[config.mk]
export PLATFORM = sky130hd
export DESIGN_NAME = dpt_timer
export DESIGN_NICKNAME = d
export VERILOG_FILES = /design/src/rtl/dpt_pkg.sv /design/src/rtl/dpt_timer.sv
export SDC_FILE = /design/constraint.sdc
export NUM_CORES = 1
export LEC_CHECK = 0
export BUFFER_PORTS_ARGS = -buffer_cell sky130_fd_sc_hd__buf_2
export CORE_MARGIN = 10
export CORE_UTILIZATION = 50
export DETAILED_ROUTE_END_ITERATION = 10
export GPL_TIMING_DRIVEN = 0
export PLACE_DENSITY = 0.79
export SKIP_CTS_REPAIR_TIMING = 1
export SLEW_MARGIN = 20
export SYNTH_ARGS = -nofsm -noshare
export SYNTH_HDL_FRONTEND = slang
export SYNTH_SLANG_ARGS = --single-unit
[constraint.sdc]
create_clock -name clk_in -period 3.7 [get_ports clk_in]
set_clock_uncertainty 0.05 [all_clocks]
set_input_delay 0 -clock clk_in [delete_from_list [all_inputs] [get_ports clk_in]]
set_output_delay 0 -clock clk_in [all_outputs]
set_load 0.05 [all_outputs]
[src/rtl/dpt_pkg.sv]
package dpt_pkg;
    // -------------------------------------------------------------
    // Register indices; the bus byte address is four times the index
    // -------------------------------------------------------------
    localparam logic [15:0] IDX_MODE = 16'hffc0;
    localparam logic [15:0] IDX_OUTSEL = 16'hffc1;
    localparam logic [15:0] IDX_T0CTL = 16'hffc2;
    localparam logic [15:0] IDX_T1CTL = 16'hffc3;
    localparam logic [15:0] IDX_T0RLL = 16'hffc4;
    localparam logic [15:0] IDX_T0RLH = 16'hffc5;
    localparam logic [15:0] IDX_T1RLL = 16'hffc6;
    localparam logic [15:0] IDX_T1RLH = 16'hffc7;
    localparam logic [15:0] IDX_T0CNL = 16'hffc8;
    localparam logic [15:0] IDX_T0CNH = 16'hffc9;
    localparam logic [15:0] IDX_T1CNL = 16'hffca;
    localparam logic [15:0] IDX_T1CNH = 16'hffcb;
    localparam logic [15:0] IDX_IEN = 16'hffe2;
    localparam logic [15:0] IDX_IFLG = 16'hfff2;
    localparam int ADDR_W = 18;
    // -------------------------------------------------------------
    // Field positions
    // -------------------------------------------------------------
    localparam int CTL_RUN = 0;
    localparam int CTL_TRIG = 1;
    localparam int CTL_DIV_LO = 2;
    localparam int OUT_T0_SRC_SEL = 0;
    localparam int OUT_T1_SRC_SEL = 1;
    localparam int OUT_EN = 2;
    localparam int OUT_OUT_CHANNEL_SEL = 3;
    localparam int MODE_EVT = 2;
    // -------------------------------------------------------------
    // Reset values and division ratios
    // -------------------------------------------------------------
    localparam logic [3:0] RST_NIB = 4'h0;
    localparam logic [7:0] RST_BYTE = 8'h00;
    localparam logic [7:0] DIV_MASK_1 = 8'h00;
    localparam logic [7:0] DIV_MASK_4 = 8'h03;
    localparam logic [7:0] DIV_MASK_32 = 8'h1f;
    localparam logic [7:0] DIV_MASK_256 = 8'hff;
    localparam logic [1:0] RESP_OKAY = 2'h0;
    localparam logic [1:0] RESP_SLVERR = 2'h2;
    typedef enum logic [1:0] {DIV_1, DIV_4, DIV_32, DIV_256} dpt_div_t;
endpackage

[src/rtl/dpt_timer.sv]
// The AXI4-Lite slave port was chosen for this implementation.
`timescale 1ns/10ps
// Functional notes
// - Per-timer source select: slow or fast clock
// - Division field: 256, 32, 4, or 1
// - Source and ratio independent per timer
// - Event mode: timer 0 counts external input
// - Run bit passes divided clock to counter
// - Underflow sets flag, raises interrupt request
// - Mask blocks request, flag still set
// - Timer output toggles on each underflow
// - Channel select picks timer 0 or 1
// - Output enable drives pin, else high
// - Enable gating unsynchronised, glitch possible; here the pin is registered, no glitch
// - Timer 1 halved underflow clocks serial
// - Mode register bits 2..0, bit 3 zero
// - Control: division 3:2, trigger 1, run 0
// - Reload as two readable nibbles, reset zero
// - Count readable as two read-only nibbles
// - Mask register bits 1:0, upper zero
// - Output register: out_channel_sel, enable, source selects
// - Reload on trigger and every underflow
// - Trigger reloads count, running or stopped
// - Low-nibble read latches high nibble
// - Flags clear by writing one
module dpt_timer #(
    parameter int CNT_W = 8 // Counter width
) (
    input wire logic clk_in, // System clock, 100 MHz
    input wire logic rst_b_in, // Async reset, active low
    input wire logic slow_osc_clk_in, // Slow oscillator level
    input wire logic fast_osc_clk_in, // Fast oscillator level
    input wire logic event_input_pin_in, // Event count pulse
    input wire logic [dpt_pkg::ADDR_W-1:0] s_axi_awaddr, // AW address
    input wire logic s_axi_awvalid, // AW valid
    output logic s_axi_awready, // AW ready
    input wire logic [31:0] s_axi_wdata, // W data
    input wire logic [3:0] s_axi_wstrb, // W strobes
    input wire logic s_axi_wvalid, // W valid
    output logic s_axi_wready, // W ready
    output logic [1:0] s_axi_bresp, // B response
    output logic s_axi_bvalid, // B valid
    input wire logic s_axi_bready, // B ready
    input wire logic [dpt_pkg::ADDR_W-1:0] s_axi_araddr, // AR address
    input wire logic s_axi_arvalid, // AR valid
    output logic s_axi_arready, // AR ready
    output logic [31:0] s_axi_rdata, // R data
    output logic [1:0] s_axi_rresp, // R response
    output logic s_axi_rvalid, // R valid
    input wire logic s_axi_rready, // R ready
    output logic t0_irq_out, // Timer 0 masked request
    output logic t1_irq_out, // Timer 1 masked request
    output logic out_port_pin_out, // Timer output pin level
    output logic serial_clk_out // Serial interface clock
);
    logic [2:0] mode_ff;
    logic [3:0] outsel_ff;
    logic [1:0] div0_ff, div1_ff;
    logic run0_ff, run1_ff;
    logic [CNT_W-1:0] rld0_ff, rld1_ff, cnt0_ff, cnt1_ff;
    logic [3:0] hold0_ff, hold1_ff;
    logic [1:0] ien_ff, iflg_ff;
    logic tout0_ff, tout1_ff, ser_ff;
    logic [2:0] sync_s_ff, sync_f_ff, sync_e_ff;
    logic [7:0] pre0_ff, pre1_ff;
    logic aw_ff, w_ff;
    logic [dpt_pkg::ADDR_W-1:0] awa_ff;
    logic [31:0] wd_ff;
    logic [3:0] ws_ff;
    logic wr_go, trig0, trig1, rd_go, map_ok;
    logic tick_s, tick_f, tick_e, src0, src1;
    logic clk0, clk1, uf0, uf1;
    logic [15:0] wa, ra;
    logic [3:0] wn, rd_nib;

    // ---------------------------------------------------------
    // Oscillator and event input edge detection
    // ---------------------------------------------------------
    // Stage 0 feeds only stage 1; edges taken from stages 1 and 2
    always_ff @(posedge clk_in or negedge rst_b_in) begin
        if (!rst_b_in) begin
            sync_s_ff <= 3'h0;
            sync_f_ff <= 3'h0;
            sync_e_ff <= 3'h0;
        end else begin
            sync_s_ff <= {sync_s_ff[1:0], slow_osc_clk_in};
            sync_f_ff <= {sync_f_ff[1:0], fast_osc_clk_in};
            sync_e_ff <= {sync_e_ff[1:0], event_input_pin_in};
        end
    end
    assign tick_s = sync_s_ff[1] & ~sync_s_ff[2];
    assign tick_f = sync_f_ff[1] & ~sync_f_ff[2];
    assign tick_e = sync_e_ff[1] & ~sync_e_ff[2];
    assign src0 = outsel_ff[dpt_pkg::OUT_T0_SRC_SEL] ? tick_f : tick_s;
    assign src1 = outsel_ff[dpt_pkg::OUT_T1_SRC_SEL] ? tick_f : tick_s;

    function automatic logic [7:0] div_mask(input logic [1:0] d);
        case (dpt_pkg::dpt_div_t'(d))
            dpt_pkg::DIV_4: div_mask = dpt_pkg::DIV_MASK_4;
            dpt_pkg::DIV_32: div_mask = dpt_pkg::DIV_MASK_32;
            dpt_pkg::DIV_256: div_mask = dpt_pkg::DIV_MASK_256;
            default: div_mask = dpt_pkg::DIV_MASK_1;
        endcase
    endfunction

    // ---------------------------------------------------------
    // Prescalers
    // ---------------------------------------------------------
    always_ff @(posedge clk_in or negedge rst_b_in) begin
        if (!rst_b_in) begin
            pre0_ff <= dpt_pkg::RST_BYTE;
            pre1_ff <= dpt_pkg::RST_BYTE;
        end else begin
            if (!run0_ff)
                pre0_ff <= dpt_pkg::RST_BYTE;
            else if (src0)
                pre0_ff <= pre0_ff + 8'h01;
            if (!run1_ff)
                pre1_ff <= dpt_pkg::RST_BYTE;
            else if (src1)
                pre1_ff <= pre1_ff + 8'h01;
        end
    end
    // Count clock on a source tick when prescaler bits under the mask are all ones; timer 0 in event mode counts the event tick
    assign clk0 = run0_ff & (mode_ff[dpt_pkg::MODE_EVT] ? tick_e :
        (src0 && (pre0_ff & div_mask(div0_ff)) == div_mask(div0_ff)));
    assign clk1 = run1_ff & src1 &
        ((pre1_ff & div_mask(div1_ff)) == div_mask(div1_ff));
    assign uf0 = clk0 && cnt0_ff == '0;
    assign uf1 = clk1 && cnt1_ff == '0;

    // ---------------------------------------------------------
    // AXI4-Lite write path
    // ---------------------------------------------------------
    assign wr_go = aw_ff & w_ff & ~s_axi_bvalid;
    assign wa = awa_ff[17:2];
    assign wn = ws_ff[0] ? wd_ff[3:0] : 4'h0;
    assign trig0 = wr_go && ws_ff[0] && wa == dpt_pkg::IDX_T0CTL &&
        wd_ff[dpt_pkg::CTL_TRIG];
    assign trig1 = wr_go && ws_ff[0] && wa == dpt_pkg::IDX_T1CTL &&
        wd_ff[dpt_pkg::CTL_TRIG];

    always_ff @(posedge clk_in or negedge rst_b_in) begin
        if (!rst_b_in) begin
            aw_ff <= 1'b0;
            w_ff <= 1'b0;
            awa_ff <= '0;
            wd_ff <= 32'h0;
            ws_ff <= 4'h0;
            s_axi_bvalid <= 1'b0;
            s_axi_bresp <= dpt_pkg::RESP_OKAY;
            s_axi_awready <= 1'b1;
            s_axi_wready <= 1'b1;
        end else begin
            // Readies low from acceptance until the response is taken
            if (s_axi_awvalid && s_axi_awready) begin
                aw_ff <= 1'b1;
                awa_ff <= s_axi_awaddr;
                s_axi_awready <= 1'b0;
            end
            if (s_axi_wvalid && s_axi_wready) begin
                w_ff <= 1'b1;
                s_axi_wready <= 1'b0;
                wd_ff <= s_axi_wdata;
                ws_ff <= s_axi_wstrb;
            end
            if (wr_go) begin
                aw_ff <= 1'b0;
                w_ff <= 1'b0;
                s_axi_bvalid <= 1'b1;
                s_axi_bresp <= map_ok ? dpt_pkg::RESP_OKAY :
                    dpt_pkg::RESP_SLVERR;
            end else if (s_axi_bvalid && s_axi_bready) begin
                s_axi_bvalid <= 1'b0;
                s_axi_awready <= 1'b1;
                s_axi_wready <= 1'b1;
            end
        end
    end

    always_comb begin
        case (wa)
            dpt_pkg::IDX_MODE, dpt_pkg::IDX_OUTSEL, dpt_pkg::IDX_T0CTL,
            dpt_pkg::IDX_T1CTL, dpt_pkg::IDX_T0RLL, dpt_pkg::IDX_T0RLH,
            dpt_pkg::IDX_T1RLL, dpt_pkg::IDX_T1RLH, dpt_pkg::IDX_T0CNL,
            dpt_pkg::IDX_T0CNH, dpt_pkg::IDX_T1CNL, dpt_pkg::IDX_T1CNH,
            dpt_pkg::IDX_IEN, dpt_pkg::IDX_IFLG: map_ok = 1'b1;
            default: map_ok = 1'b0;
        endcase
    end

    // ---------------------------------------------------------
    // Control registers
    // ---------------------------------------------------------
    always_ff @(posedge clk_in or negedge rst_b_in) begin
        if (!rst_b_in) begin
            mode_ff <= 3'h0;
            outsel_ff <= dpt_pkg::RST_NIB;
            div0_ff <= 2'h0;
            div1_ff <= 2'h0;
            run0_ff <= 1'b0;
            run1_ff <= 1'b0;
            rld0_ff <= dpt_pkg::RST_BYTE;
            rld1_ff <= dpt_pkg::RST_BYTE;
            ien_ff <= 2'h0;
        end else if (wr_go && ws_ff[0]) begin
            case (wa)
                dpt_pkg::IDX_MODE: mode_ff <= wn[2:0];
                dpt_pkg::IDX_OUTSEL: outsel_ff <= wn;
                dpt_pkg::IDX_T0CTL: begin
                    div0_ff <= wn[3:2];
                    run0_ff <= wn[dpt_pkg::CTL_RUN];
                end
                dpt_pkg::IDX_T1CTL: begin
                    div1_ff <= wn[3:2];
                    run1_ff <= wn[dpt_pkg::CTL_RUN];
                end
                dpt_pkg::IDX_T0RLL: rld0_ff[3:0] <= wn;
                dpt_pkg::IDX_T0RLH: rld0_ff[7:4] <= wn;
                dpt_pkg::IDX_T1RLL: rld1_ff[3:0] <= wn;
                dpt_pkg::IDX_T1RLH: rld1_ff[7:4] <= wn;
                dpt_pkg::IDX_IEN: ien_ff <= wn[1:0];
                default: ;
            endcase
        end
    end

    // ---------------------------------------------------------
    // Down counters
    // ---------------------------------------------------------
    // Trigger loads the count from reload, whether running or stopped
    always_ff @(posedge clk_in or negedge rst_b_in) begin
        if (!rst_b_in) begin
            cnt0_ff <= dpt_pkg::RST_BYTE;
            cnt1_ff <= dpt_pkg::RST_BYTE;
        end else begin
            if (trig0 || uf0)
                cnt0_ff <= rld0_ff;
            else if (clk0)
                cnt0_ff <= cnt0_ff - 8'h01;
            if (trig1 || uf1)
                cnt1_ff <= rld1_ff;
            else if (clk1)
                cnt1_ff <= cnt1_ff - 8'h01;
        end
    end

    // ---------------------------------------------------------
    // Flags, timer output, serial clock
    // ---------------------------------------------------------
    always_ff @(posedge clk_in or negedge rst_b_in) begin
        if (!rst_b_in) begin
            iflg_ff <= 2'h0;
        end else begin
            // Set wins over a same-cycle clear
            if (uf0)
                iflg_ff[0] <= 1'b1;
            else if (wr_go && ws_ff[0] && wa == dpt_pkg::IDX_IFLG && wn[0])
                iflg_ff[0] <= 1'b0;
            if (uf1)
                iflg_ff[1] <= 1'b1;
            else if (wr_go && ws_ff[0] && wa == dpt_pkg::IDX_IFLG && wn[1])
                iflg_ff[1] <= 1'b0;
        end
    end

    always_ff @(posedge clk_in or negedge rst_b_in) begin
        if (!rst_b_in) begin
            tout0_ff <= 1'b0;
            tout1_ff <= 1'b0;
            ser_ff <= 1'b0;
            out_port_pin_out <= 1'b1;
            t0_irq_out <= 1'b0;
            t1_irq_out <= 1'b0;
        end else begin
            if (uf0)
                tout0_ff <= ~tout0_ff;
            if (uf1)
                tout1_ff <= ~tout1_ff;
            ser_ff <= run1_ff & tout1_ff;
            // Gate registered together with the selected toggle; no glitch reaches the pin
            out_port_pin_out <= ~outsel_ff[dpt_pkg::OUT_EN] |
                (outsel_ff[dpt_pkg::OUT_OUT_CHANNEL_SEL] ? tout1_ff : tout0_ff);
            t0_irq_out <= iflg_ff[0] & ien_ff[0];
            t1_irq_out <= iflg_ff[1] & ien_ff[1];
        end
    end
    assign serial_clk_out = ser_ff;

    // ---------------------------------------------------------
    // AXI4-Lite read path
    // ---------------------------------------------------------
    assign rd_go = s_axi_arvalid & s_axi_arready;
    assign ra = s_axi_araddr[17:2];

    always_comb begin
        case (ra)
            dpt_pkg::IDX_MODE: rd_nib = {1'b0, mode_ff};
            dpt_pkg::IDX_OUTSEL: rd_nib = outsel_ff;
            dpt_pkg::IDX_T0CTL: rd_nib = {div0_ff, 1'b0, run0_ff};
            dpt_pkg::IDX_T1CTL: rd_nib = {div1_ff, 1'b0, run1_ff};
            dpt_pkg::IDX_T0RLL: rd_nib = rld0_ff[3:0];
            dpt_pkg::IDX_T0RLH: rd_nib = rld0_ff[7:4];
            dpt_pkg::IDX_T1RLL: rd_nib = rld1_ff[3:0];
            dpt_pkg::IDX_T1RLH: rd_nib = rld1_ff[7:4];
            dpt_pkg::IDX_T0CNL: rd_nib = cnt0_ff[3:0];
            dpt_pkg::IDX_T0CNH: rd_nib = hold0_ff;
            dpt_pkg::IDX_T1CNL: rd_nib = cnt1_ff[3:0];
            dpt_pkg::IDX_T1CNH: rd_nib = hold1_ff;
            dpt_pkg::IDX_IEN: rd_nib = {2'h0, ien_ff};
            dpt_pkg::IDX_IFLG: rd_nib = {2'h0, iflg_ff};
            default: rd_nib = 4'h0;
        endcase
    end

    always_ff @(posedge clk_in or negedge rst_b_in) begin
        if (!rst_b_in) begin
            s_axi_rvalid <= 1'b0;
            s_axi_rdata <= 32'h0;
            s_axi_rresp <= dpt_pkg::RESP_OKAY;
            s_axi_arready <= 1'b1;
            hold0_ff <= dpt_pkg::RST_NIB;
            hold1_ff <= dpt_pkg::RST_NIB;
        end else begin
            if (rd_go) begin
                s_axi_rvalid <= 1'b1;
                s_axi_arready <= 1'b0;
                s_axi_rdata <= {28'h0, rd_nib};
                s_axi_rresp <= (ra == dpt_pkg::IDX_MODE || rd_nib != 4'h0 ||
                    (ra >= dpt_pkg::IDX_OUTSEL && ra <= dpt_pkg::IDX_T1CNH) ||
                    ra == dpt_pkg::IDX_IEN || ra == dpt_pkg::IDX_IFLG) ?
                    dpt_pkg::RESP_OKAY : dpt_pkg::RESP_SLVERR;
            end else if (s_axi_rvalid && s_axi_rready) begin
                s_axi_rvalid <= 1'b0;
                s_axi_arready <= 1'b1;
            end
            if (rd_go && ra == dpt_pkg::IDX_T0CNL)
                hold0_ff <= cnt0_ff[7:4];
            if (rd_go && ra == dpt_pkg::IDX_T1CNL)
                hold1_ff <= cnt1_ff[7:4];
        end
    end

    // ---------------------------------------------------------
    // Checks
    // ---------------------------------------------------------
    chk_uf_reload: assert property (@(posedge clk_in) disable iff (!rst_b_in)
        uf0 |=> cnt0_ff == $past(rld0_ff))
        else $error("reload missing after underflow");
    chk_flag_set: assert property (@(posedge clk_in) disable iff (!rst_b_in)
        uf1 |=> iflg_ff[1])
        else $error("flag not set on underflow");
    chk_irq_mask: assert property (@(posedge clk_in) disable iff (!rst_b_in)
        !ien_ff[0] |=> !t0_irq_out)
        else $error("masked request raised");
    chk_timer_out_signal_toggle: assert property (@(posedge clk_in)
        disable iff (!rst_b_in)
        uf0 |=> tout0_ff != $past(tout0_ff))
        else $error("output did not toggle");
    chk_pin_high: assert property (@(posedge clk_in) disable iff (!rst_b_in)
        !outsel_ff[dpt_pkg::OUT_EN] |=> out_port_pin_out)
        else $error("pin not high while disabled");
    chk_stop_hold: assert property (@(posedge clk_in) disable iff (!rst_b_in)
        (!run1_ff && !trig1) |=> $stable(cnt1_ff))
        else $error("stopped counter changed");
    chk_clear_one: assert property (@(posedge clk_in) disable iff (!rst_b_in)
        (iflg_ff[0] && !uf0 && !clk0 && wr_go && ws_ff[0] &&
        wa == dpt_pkg::IDX_IFLG && wn[0]) |=> !iflg_ff[0])
        else $error("flag clear failed");
    chk_event_src: assert property (@(posedge clk_in) disable iff (!rst_b_in)
        (mode_ff[dpt_pkg::MODE_EVT] && run0_ff && tick_e && !trig0 &&
        cnt0_ff != '0) |=> cnt0_ff == $past(cnt0_ff) - 8'h01)
        else $error("event mode did not count");
    chk_serial_clk: assert property (@(posedge clk_in)
        disable iff (!rst_b_in)
        !run1_ff |=> !serial_clk_out)
        else $error("serial clock while stopped");
endmodule // dpt_timer

==> out/results.tsv <==
stage	metric	value	unit
outcome	status	finished clean	
route	vias after detailed routing	4748	
global_route	initial antenna violation count	0	
yosys	top-area cell type share of the netlist area	0.482	
critical_path	startpoint types	flip-flop	
route	Detail Route Antenna Nets	0	
global_route	grt ovf	0	
cts	TritonCTS buffer count	17	
route	First-pass DRT Iterations	5	
layout	# diodes	0	
place	dpl ws	0.679	ns
die	Die Area	17100	um^2
sta	RSZ-0062 raised after global routing	false	
critical_path	CP endpoint kind	flip-flop	
worst_hold_path	end of the worst hold path	s_axi_rdata[0]	
critical_path	R2R depth	10	
sta	max frequency	0.324	GHz
worst_hold_path	hold path start	s_axi_araddr[12]	
place	Post-DP HPWL	10900	um
yosys	Cell Area, Synth	6130	um^2
route	WL final	15300	um
route	Iteration-0 DRC Markers	364	
yosys	register area share after synthesis	0.499	
critical_path	Setup Crit Path Kind	reg2reg	
sta	hold slack final	0.0227	ns
cts	Sink Count	122	
sta	Final Hold Viols	0	
yosys	post-synthesis compound-gate area fraction	0.0867	
global_route	largest net degree at the start of global routing	65	
die	Die Y	131	um
critical_path	Reg-to-Reg End	cnt0_ff[0]	
sta	Setup violations, final	0	
power	Peak supply drop	0.446	mV
yosys	Synth warnings	0	
power	P_leak	3.66	nW
die	Die W	131	um
die	Starting Density	0.511	
die	Rows	40	
sta	Slew @ Worst Pin	0.817	ns
yosys	Post-Syn Instances	560	
die	CORE AREA	12000	um^2
flow_run	MaxCap Viol Count	0	
cts	Worst-Skew Late Latency	0.42	ns
yosys	Avg Cell Area, Syn	11.0	um^2
yosys	Synth Area in Simple Gates	0.154	
layout	share of layout cells above drive strength 1	0.288	
yosys	Yosys cell types	64	
global_route	via count of the first global-routing pass	4810	
sta	Final period util	0.833	
yosys	Adder-Cell Fraction of Synth Area	0.00816	
critical_path	Worst EP arrival	3.33	ns
yosys	ys async rst share	1.00	
cts	Root Driver	clkbuf_16	
yosys	top cells by area, synth	dfrtp_1 (48%), mux2_2 (11%), buf_4 (3.7%)	
layout	fin nets	787	
power	power density cells	537	nW/um^2
global_route	GR Util All Layers	0.179	
global_route	first-pass GRT wire length	24200	um
cts	clock transition at the registers of the reported paths	0.05	ns
worst_hold_path	Hold Crit Depth	5	
sta	setup TNS	0	ns
critical_path	RR Startpoint	cnt0_ff[0]	
place	GP Congestion	0.894	
die	Ports	127	
yosys	largest area contributor in the netlist	dfrtp_1	
critical_path	CP Data Required Time	3.94	ns
cts	CTS tree	built	
route	WL per Instance	17.8	um
yosys	cell with the most instances after synthesis	dfrtp_1	
route	DRC Markers	0	
cts	Clock Path Buffers	2	
yosys	Synth top cells by count	dfrtp_1 (118), mux2_2 (61), nand2_1 (53)	
yosys	number of synthesized flops with an enable pin	0	
sta	min Tclk post-route	3.08	ns
sta	Pins Over Slew Limit	0	
layout	Layout area overhead	24.9	%
yosys	mux cell area share after synthesis	0.163	
yosys	XOR/XNOR share of the synthesized area	0.0243	
sta	Rel. slew slack	0.450	
route	via/cell ratio	5.52	
sta	Worst Slack Setup Final	0.617	ns
place	# port buffers	59	
cts	htree depth	4	
critical_path	crit-path max FO	10	
worst_hold_path	worst hold path type	in2reg	
yosys	synthesis-stage register bit count	122	
layout	fill count	913	
critical_path	r2r setup slk	0.62	ns
yosys	predominant post-synthesis flop cell	dfrtp_1	
yosys	combinational family with the most area after synthesis	multiplexers	
[power by group]
part	total [W]	internal (W)	switching, W	leakage, nW
Sequential	0.00169	0.00152	0.000171	1.61
Clock	0.00163	0.00106	0.000563	0.284
Combinational	0.000792	0.000297	0.000495	1.77
[layout by cell type (no fill, tap or decap), types with 8 or more instances in the layout]
cell and instances:
dfrtp_1 118, mux2i_1 19, nor2_1 30, xnor2_1 8, clkbuf_1 16, o21ai_0 19, xor2_1 9, buf_4 30
buf_2 59, nand4_1 14, nand2_1 53, conb_1 30, nor3_1 10, and2_1 10, a21oi_1 18, inv_1 18
mux2_2 61, nor2b_1 8, nand3_1 15, dlygate4sd3_1 33, clkbuf_16 17
[final cells by class]
cell class	count	area (um^2)	share of cell area
Tap cell	147	184	0.0240
Clock buffer	22	454	0.0593
Timing Repair Buffer	93	659	0.0861
Buffer	48	325	0.0425
Inverter	19	71.3	0.00931
Multi-Input combinational cell	400	2790	0.364
Sequential cell	122	3060	0.399
Clock inverter	9	123	0.0160
[worst max path at each step]
stage / startpoint / end / slack (ns) / cells after the start
floorplan: cnt0_ff[0] / cnt0_ff[0] / 0.94 / 10
global placement: cnt0_ff[0] / cnt0_ff[0] / 0.72 / 10
detailed placement: cnt0_ff[0] / cnt0_ff[0] / 0.68 / 10
CTS: cnt0_ff[0] / cnt0_ff[0] / 0.63 / 10
global route: cnt0_ff[0] / cnt0_ff[0] / 0.52 / 10
finish: cnt0_ff[0] / cnt0_ff[0] / 0.62 / 10
[state kept, by name, indices dropped and copies added (netlist names), 8 cells and up]
register / count
awa_ff: 16
cnt0_ff: 8
cnt1_ff: 8
pre0_ff: 8
pre1_ff: 8
rld0_ff: 8
rld1_ff: 8
[per-stage QoR]
stage                     total power [W]  instance area, um^2  cells   util
after floorplan                   0.00221                 6240    589      -
after detailed placement          0.00245                 6750    796  0.562
after global placement            0.00240                 6720    795  0.559
after CTS                         0.00407                 7330    827  0.610
final                             0.00411                 7660    860  0.638
after global routing              0.00429                 7660    860  0.638
[routing by layer]
| layer | GRT usage | wire length [um] | vias to the layer above |
|---|---|---|---|
| li1 | - | - | 2235 |
| met1 | 0.219 | 6380 | 2316 |
| met2 | 0.289 | 7530 | 172 |
| met3 | 0.0629 | 1140 | 25 |
| met4 | 0.0647 | 228 | 0 |
| met5 | 0 | 0 | - |
[worst max-delay path, cell delays in order, from the launching register on]
cell	delay, ns
dfrtp_1	0.44
inv_1	0.09
ha_1	0.21
or3b_1	0.39
or3_4	0.35
or3_1	0.36
o32a_1	0.34
buf_6	0.16
buf_8	0.14
nor3b_1	0.14
a211o_1	0.29
[cells by family after synthesis]
group | after synthesis
compound gates | 78
xor+xnor | 17
fa+ha+maj | 4
buf+inv | 67
flops | 122
mux | 87
other cells | 1
simple gates | 184
Power figures use the tool's default switching activity.
